**config.mk**
```make
export PLATFORM = sky130hd
export DESIGN_NAME = ppeic_edge_irq
export DESIGN_NICKNAME = d
export VERILOG_FILES = /design/src/rtl/ppeic_pkg.sv /design/src/rtl/ppeic_edge_irq.sv
export SDC_FILE = /design/constraint.sdc
export NUM_CORES = 1
export LEC_CHECK = 0
export ABC_AREA = 1
export ABC_CLOCK_PERIOD_IN_PS = 2500
export BUFFER_PORTS_ARGS = -buffer_cell sky130_fd_sc_hd__buf_2
export CAP_MARGIN = 20
export CORE_ASPECT_RATIO = 2
export CORE_MARGIN = 2
export CORE_UTILIZATION = 58
export CTS_BUF_LIST = sky130_fd_sc_hd__clkbuf_8
export DETAILED_ROUTE_END_ITERATION = 16
export PLACE_DENSITY = 0.86
export SYNTH_ARGS = -nofsm -noshare
export SYNTH_HDL_FRONTEND = slang
export SYNTH_SLANG_ARGS = --single-unit
```
**constraint.sdc**
```tcl
create_clock -name mclk_in -period 2.5 [get_ports mclk_in]
set_input_delay 0.125 -clock mclk_in [delete_from_list [all_inputs] [get_ports mclk_in]]
set_output_delay 0.125 -clock mclk_in [all_outputs]
set_load 0.005 [all_outputs]
```
**src/rtl/ppeic_pkg.sv**
```systemverilog
// constants and carrier types for the port pin edge interrupt configuration block
// assumes one 25 MHz system clock and a byte-wide register port with bank select
package ppeic_pkg;

	// ****************************************
	// register map
	// ****************************************
	localparam logic [7:0] CFG_ADDR      = 8'hEA;
	localparam logic       CFG_BANK      = 1'h1;
	localparam logic [7:0] CFG_RESET     = 8'h00;
	localparam logic [7:0] RDATA_IDLE    = 8'h00;

	// ****************************************
	// field layout, one two-bit field per pin
	// ****************************************
	localparam int         NUM_LINES     = 4;
	localparam int         FIELD_W       = 2;
	localparam int         LSB_PIN_FOUR  = 0;
	localparam int         LSB_PIN_FIVE  = 2;
	localparam int         LSB_PIN_SIX   = 4;
	localparam int         LSB_PIN_SEVEN = 6;

	// ****************************************
	// edge modes
	// ****************************************
	typedef enum logic [1:0] {
		MODE_OFF  = 2'h0,
		MODE_FALL = 2'h1,
		MODE_RISE = 2'h2,
		MODE_BOTH = 2'h3
	} ppeic_mode_type;

	// ****************************************
	// register access request
	// ****************************************
	typedef struct packed {
		logic [7:0] addr;
		logic       bank;
		logic       wr;
		logic       rd;
		logic [7:0] wdata;
	} ppeic_req_type;

endpackage : ppeic_pkg

```
**src/rtl/ppeic_edge_irq.sv**
```systemverilog
// edge interrupt detection for port pins four to seven, with its configuration register
// assumes pins are asynchronous to mclk_in and the cpu issues one access per cycle
//
// How it works
// - code 01 fires on each falling edge; code 00 disables the line.
// - code 10 fires on rising edges only, falling edges ignored.
// - code 11 fires on every edge, either direction.
// - bits 1..0 choose the edge mode for pin four.
// - bits 5..4 choose the edge mode for pin six.
`timescale 1ns/1ps
module ppeic_edge_irq (
	// clock and reset
	input  wire logic                               mclk_in,
	input  wire logic                               resetn_in,
	// register port
	input  wire ppeic_pkg::ppeic_req_type           req_in,
	output logic [7:0]                              rdata_out,
	// pins, bit 0 is pin four up to bit 3 pin seven
	input  wire logic [ppeic_pkg::NUM_LINES-1:0]    port_pin_in,
	// one-cycle interrupt requests, same bit order
	output logic [ppeic_pkg::NUM_LINES-1:0]         ext_irq_out
);
	import ppeic_pkg::*;

	// ****************************************
	// helpers
	// ****************************************
	function automatic logic reg_hit(input ppeic_req_type r);
		reg_hit = (r.addr == CFG_ADDR) && (r.bank == CFG_BANK);
	endfunction : reg_hit

	function automatic ppeic_mode_type field_of(input logic [7:0] cfg, input int idx);
		logic [7:0] sh;
		sh = cfg >> idx;
		field_of = ppeic_mode_type'(sh[1:0]);
	endfunction : field_of

	function automatic logic fires(input ppeic_mode_type m, input logic rise, input logic fall);
		unique case (m)
			MODE_OFF:  fires = 1'b0;
			MODE_FALL: fires = fall;
			MODE_RISE: fires = rise;
			MODE_BOTH: fires = rise | fall;
		endcase
	endfunction : fires

	localparam int LSB_OF [NUM_LINES] = '{LSB_PIN_FOUR, LSB_PIN_FIVE, LSB_PIN_SIX, LSB_PIN_SEVEN};

	// ****************************************
	// configuration register
	// ****************************************
	logic [7:0]           port3_edge_interrupt_config;
	logic                 cfg_wr;
	logic                 cfg_rd;

	assign cfg_wr = req_in.wr && reg_hit(req_in);
	assign cfg_rd = req_in.rd && reg_hit(req_in);

	always_ff @(posedge mclk_in) begin
		if (!resetn_in) begin
			port3_edge_interrupt_config <= CFG_RESET;
		end else if (cfg_wr) begin
			port3_edge_interrupt_config <= req_in.wdata;
		end
	end

	// unmapped reads return zero so a wrong bank never leaks the field
	always_ff @(posedge mclk_in) begin
		if (!resetn_in) begin
			rdata_out <= RDATA_IDLE;
		end else if (cfg_rd) begin
			rdata_out <= port3_edge_interrupt_config;
		end else begin
			rdata_out <= RDATA_IDLE;
		end
	end

	// ****************************************
	// pin synchronisers and edge detect
	// ****************************************
	logic [NUM_LINES-1:0] sync1;
	logic [NUM_LINES-1:0] sync2;
	logic [NUM_LINES-1:0] sync3;
	logic [NUM_LINES-1:0] settled;
	logic                 primed;
	logic [2:0]           filled;
	logic [NUM_LINES-1:0] agree;
	logic [NUM_LINES-1:0] rise;
	logic [NUM_LINES-1:0] fall;

	always_ff @(posedge mclk_in) begin
		if (!resetn_in) begin
			sync1 <= '0;
			sync2 <= '0;
			sync3 <= '0;
			filled <= '0;
		end else begin
			sync1 <= port_pin_in;
			sync2 <= sync1;
			sync3 <= sync2;
			// marks the stages that hold a real pin sample since reset
			filled <= {filled[1:0], 1'b1};
		end
	end

	assign agree = ~(sync2 ^ sync3);

	// the first settled level after reset is learnt, not reported as an edge
	always_ff @(posedge mclk_in) begin
		if (!resetn_in) begin
			primed  <= 1'b0;
			settled <= '0;
		end else if (!primed) begin
			// wait for stage three to hold a real sample, else the reset zeros
			// are learnt and a pin high at reset gives a false rise
			primed  <= filled[2] & (&agree);
			settled <= sync3;
		end else begin
			settled <= (agree & sync3) | (~agree & settled);
		end
	end

	assign rise = {NUM_LINES{primed}} & agree & sync3 & ~settled;
	assign fall = {NUM_LINES{primed}} & agree & ~sync3 & settled;

	// ****************************************
	// per line mode selection
	// ****************************************
	ppeic_mode_type       mode [NUM_LINES];

	genvar gi;
	generate
		for (gi = 0; gi < NUM_LINES; gi++) begin : g_line
			assign mode[gi] = field_of(port3_edge_interrupt_config, LSB_OF[gi]);

			always_ff @(posedge mclk_in) begin
				if (!resetn_in) begin
					ext_irq_out[gi] <= 1'b0;
				end else begin
					ext_irq_out[gi] <= fires(mode[gi], rise[gi], fall[gi]);
				end
			end

			property p_fall_fires;
				@(posedge mclk_in) disable iff (!resetn_in)
				(mode[gi] == MODE_FALL && fall[gi]) |=> ext_irq_out[gi];
			endproperty
			a_fall_fires: assert property (p_fall_fires)
				else $error("falling edge in fall mode raised no interrupt");

			property p_fall_only;
				@(posedge mclk_in) disable iff (!resetn_in)
				(mode[gi] == MODE_FALL) |=> (ext_irq_out[gi] == $past(fall[gi]));
			endproperty
			a_fall_only: assert property (p_fall_only)
				else $error("fall mode did not follow falling edges exactly");

			property p_off_silent;
				@(posedge mclk_in) disable iff (!resetn_in)
				(mode[gi] == MODE_OFF) |=> !ext_irq_out[gi];
			endproperty
			a_off_silent: assert property (p_off_silent)
				else $error("disabled line raised an interrupt");

			property p_rise_only;
				@(posedge mclk_in) disable iff (!resetn_in)
				(mode[gi] == MODE_RISE) |=> (ext_irq_out[gi] == $past(rise[gi]));
			endproperty
			a_rise_only: assert property (p_rise_only)
				else $error("rise mode did not follow rising edges exactly");

			property p_both_edges;
				@(posedge mclk_in) disable iff (!resetn_in)
				(mode[gi] == MODE_BOTH && (rise[gi] || fall[gi])) ##1 (!rise[gi] && !fall[gi])
				|=> $fell(ext_irq_out[gi]);
			endproperty
			a_both_edges: assert property (p_both_edges)
				else $error("both-edge mode did not give a single-cycle pulse");
		end
	endgenerate

	// ****************************************
	// register checks
	// ****************************************
	property p_low_field;
		@(posedge mclk_in) disable iff (!resetn_in)
		cfg_wr |=> (mode[0] == ppeic_mode_type'($past(req_in.wdata[1:0])));
	endproperty
	a_low_field: assert property (p_low_field)
		else $error("bits 1..0 do not steer pin four");

	property p_six_field;
		@(posedge mclk_in) disable iff (!resetn_in)
		cfg_wr |=> (mode[2] == ppeic_mode_type'($past(req_in.wdata[5:4])));
	endproperty
	a_six_field: assert property (p_six_field)
		else $error("bits 5..4 do not steer pin six");

	property p_five_field;
		@(posedge mclk_in) disable iff (!resetn_in)
		cfg_wr |=> (mode[1] == ppeic_mode_type'($past(req_in.wdata[3:2])));
	endproperty
	a_five_field: assert property (p_five_field)
		else $error("bits 3..2 do not steer pin five");

	property p_seven_field;
		@(posedge mclk_in) disable iff (!resetn_in)
		cfg_wr |=> (mode[3] == ppeic_mode_type'($past(req_in.wdata[7:6])));
	endproperty
	a_seven_field: assert property (p_seven_field)
		else $error("bits 7..6 do not steer pin seven");

	property p_readback;
		@(posedge mclk_in) disable iff (!resetn_in)
		cfg_wr ##1 (cfg_rd && !cfg_wr) |=> (rdata_out == $past(req_in.wdata, 2));
	endproperty
	a_readback: assert property (p_readback)
		else $error("written value not read back");

	property p_reset_zero;
		@(posedge mclk_in)
		!resetn_in |=> (port3_edge_interrupt_config == CFG_RESET && ext_irq_out == '0);
	endproperty
	a_reset_zero: assert property (p_reset_zero)
		else $error("register or outputs not cleared by reset");

endmodule : ppeic_edge_irq

```
# Word-level counts from Yosys, hierarchy flattened
# Cells that the tools add are included.
[totals]
register_bits = 40
in_bits = 25
[classes]
reduce_logical = 9
n_eq_ne = 13
bitwise_logic = 18
muxes = 7
[op_table]
columns = ["op", "n"]
rows = [
  ["$and 4x4->4", 7],
  ["$eq 2x2->1 const B", 8],
  ["$not 4->4", 4],
  ["$pmux 1 s4", 4],
  ["$eq 2x1->1 const B", 4],
  ["$eq 8x8->1 const B", 1],
  ["$logic_not 2->1", 4],
  ["$mux 4", 1],
  ["$or 1x1->1", 4],
  ["$or 4x4->4", 1],
  ["$reduce_and 4->1", 1],
  ["$xor 4x4->4", 1],
  ["$logic_and 1x1->1", 3],
  ["$mux 1", 2],
  ["$reduce_and 2->1", 1],
  ["$and 1x1->1", 1],
]

# Longest topological paths before layout
[logic_depth]
word_depth = 7
ltp_mapped = 7

# Worst setup path before layout
# OpenSTA, ideal clock, no wires.
[synth_timing]
path_kind = "register to register"
startpoint = "reg primed"
endpoint = "reg (tool-made name)"
t_arrival_ns = 0.710
setup_time_ns = 0.109
stages_incl_launch_ff = 6
path_buffers = 0
t_required_ns = 2.391
slack_ns = 1.681
path_cell_list = "dfxtp_1 -> inv_1 -> o21ai_0 -> nand2_1 -> nand2_1 -> inv_1"
[synth_lines]
columns = ["item", "line_no", "rtl"]
rows = [
  ["start: declaration", "ppeic_edge_irq.sv:85", "logic primed;"],
  ["start signal: assignment", "ppeic_edge_irq.sv:116", "primed <= filled[2] & (&agree);"],
]

==> results.md <==
* Status: finished, final reports clean
* F_max at 1.04 GHz
* WL met1 at around 950 um
* CTS tree: yes
* Die height at 76.1 um
* Cell Area, Synth at between 1500 and 2000 sq um
* CP startpoint: primed$_SDFF_PN0_
* Placed Area at 1700 sq um
* Layout cells sized above 1 at 0.225
* DR pass1 iterations at 4
* Synth Flop Type: dfxtp_1
* Met3 wire length at 116 um
* Post-synth top cells: nand2_1, dfxtp_1, inv_1, nor2_1, nor3_1
* Crit path kind: reg -> reg
* Leakage at about 0.0010 uW
* Pwr Density at ~630 nW/um^2
* # IOs at 37
* DR vias at roughly 1300
* Total track usage at 0.219
* RSZ-0062 raised after global routing: no
* Antenna cells at 0
* Number of global-route vias before repair at between 1000 and 1500
* Worst R2R Start: primed$_SDFF_PN0_
* Area contributors post-synth: dfxtp_1, nand2_1, inv_1
* Final worst path period share at 0.385
* Crit end category: flip-flop
* Post-Syn Nets at 220
* Hold Vio Cnt, Final at 0
* HP Class: in -> reg
* Seq/Total Area, Yosys at 0.531
* DRC viols at 0
* Cts hold-fix bufs at 0
* Area delta synth->final at 18.9%
* Gr ovfl total at 0
* Slowest CP cell: dfxtp_1
* Async set-reset flop share out of synthesis at 0
* Arrival @ worst endpoint at ~1200 ps
* Final Cell Area at ~1800 sq um
* Slew Limit Fails at 0
* Max-cap viol count at 0
* Post-CTS sizing at 0
* Core area at ~2500 sq um
* Drt wl/cell at ~10 um
* DR vias/cell at approximately 4.8
* Drt first-iter violations at 18
* Synth top area share at 0.531
* Worst Reg-to-Reg Cells at 5
* Rel. slew slack at 0.660
* Largest net degree at the start of global routing at 31
* Detailed Place HPWL at 1.97 mm
* # setup viols final at 0
* Library cells used by synthesis at 20
* Num rows at 26
* Post-synth EDFFs at 0
* WP depth at 5
* Minimum clock period at slightly below 1000 ps
* Syn Area/Cell at about 7.7 sq um
* First-pass GRT wire length at 4.66 mm
* Synth Instances at 195
* Clock Skew at 5.38 ps
* Initial Util at 0.602
* CTS max path bufs at 2
* # fillers at 213
* Worst Path Required at roughly 2700 ps
* Top delay family on crit path: flip-flops
* Cells along the critical path: inv_1 > o21ai_0 > nand2_1 > nand2_1 > inv_1
* Clk root buf: clkbuf_8
* ANT nets after route at 0
* Clock transition at the registers of the reported paths at ~70 ps
* Top-count cell post-synth: nand2_1
* Worst skew pair latency at between 200 and 300 ps
* Warnings, synthesis at 0
* Setup TNS at 0 ps
* Die Wd at roughly 40 um
* Critical path buffers and inverters at 2
* Total wire length at approximately 2.6 mm
* Nets at 260
* Register-to-Register Setup Slack at about 1500 ps
* H-tree depth at 2
* Worst VDD drop at around 460 uV
* Worst Path Max Fanout at 5
* Setup bufs post-CTS at 0
* Port Buffers at 36
* Clock buffer count from CTS at 5
* Worst path max stage delay at roughly 420 ps
* Sink Count at 40
* Post-synth top area cell: dfxtp_1
* Total Die Area at just over 3000 sq um
* Crit path launch type: flip-flop
* Global placer's final weighted congestion at between 0.7 and 0.8
* Synthesis-stage register bit count at 40
* Top sig layer: met4
* WL met2 at roughly 1.5 mm
* Initial antenna violation count at 0
* Measured slew at the worst slew-check pin at 509 ps
==> metal layers <==
metal | track usage | vias to the layer above
met4 | 0.159 | 0
li1 | - | 653
met2 | 0.374 | 37
met1 | 0.197 | 557
met3 | 0.0525 | 13
met5 | 0 | -
==> tightest hold or removal path: stages <==
cell and delay [ps]:
buf_2 70, nand2_1 40, inv_1 40
==> metrics by stage <==
step           hold slack (ps)   util  cells  power (uW)  setup slack [ps]
2_1_floorplan              153      -    195         705              1680
5_1_grt                   25.9  0.716    264        1170              1390
6_report                  20.4  0.716    264        1130              1540
4_1_cts                   13.5  0.716    264        1140              1530
3_3_place_gp               305  0.680    256         729              1440
3_5_place_dp               311  0.680    256         731              1430
==> where the power goes <==
group | switching [uW] | internal (uW) | total [uW] | leakage [uW]
Sequential | 6.59 | 649 | 656 | 0.000325
Combinational | 36.1 | 24.4 | 60.4 | 0.000626
Clock | 196 | 216 | 413 | 0.0000538
==> sequential cells by signal, summed over array words and instances (netlist names), named ones only <==
signal and cells:
sync2 4, primed 1, filled 3, sync1 4, port3_edge_interrupt_config 8, ext_irq_out 4, rdata_out 8, sync3 4
==> cell type report <==
cell class              instances  area (sq um)  area share
flip-flops and latches         40           801       0.446
well taps                      28          35.0      0.0195
clock inverters                 2          7.51     0.00418
inverters                      42           158      0.0879
clock buffers                   6          82.6      0.0460
multi-input cells             110           531       0.296
repair buffers                 36           180       0.100
==> how the worst min path moves through the flow <==
stage / endpoint / startpoint / slack, ps / cells past startpoint
floorplan: filled[0]$_DFF_P_ / resetn_in / 150 / 0
global placement: sync1[1]$_SDFF_PN0_ / port_pin_in[1] / 300 / 3
detailed placement: sync1[1]$_SDFF_PN0_ / port_pin_in[1] / 310 / 3
CTS: sync1[1]$_SDFF_PN0_ / port_pin_in[1] / 10 / 3
global route: sync1[2]$_SDFF_PN0_ / port_pin_in[2] / 30 / 3
finish: sync1[2]$_SDFF_PN0_ / port_pin_in[2] / 20 / 3
==> placed cells by master, fill, tap and decap left out, drive strengths merged <==
cell,Yosys,routed
dfxtp,40,40
o21ai,4,4
nor3,8,8
nor2,37,37
a31oi,1,1
nand4,6,6
clkbuf,0,6
a21oi,3,3
buf,3,36
xnor2,1,1
nand2,48,48
inv,42,44
nand3,2,2
==> kinds of logic (layout without fill, tap and decap cells) <==
group | after synthesis | after routing | share of synthesized area
AOI/OAI and AO/OA | 8 | 8 | 0.0274
and+or+nand+nor | 101 | 101 | 0.318
buffers and inverters | 45 | 86 | 0.118
DFF | 40 | 40 | 0.531
xor gates and xnor gates | 1 | 1 | 0.00581
Note: power is estimated with default switching activity, not from simulation.
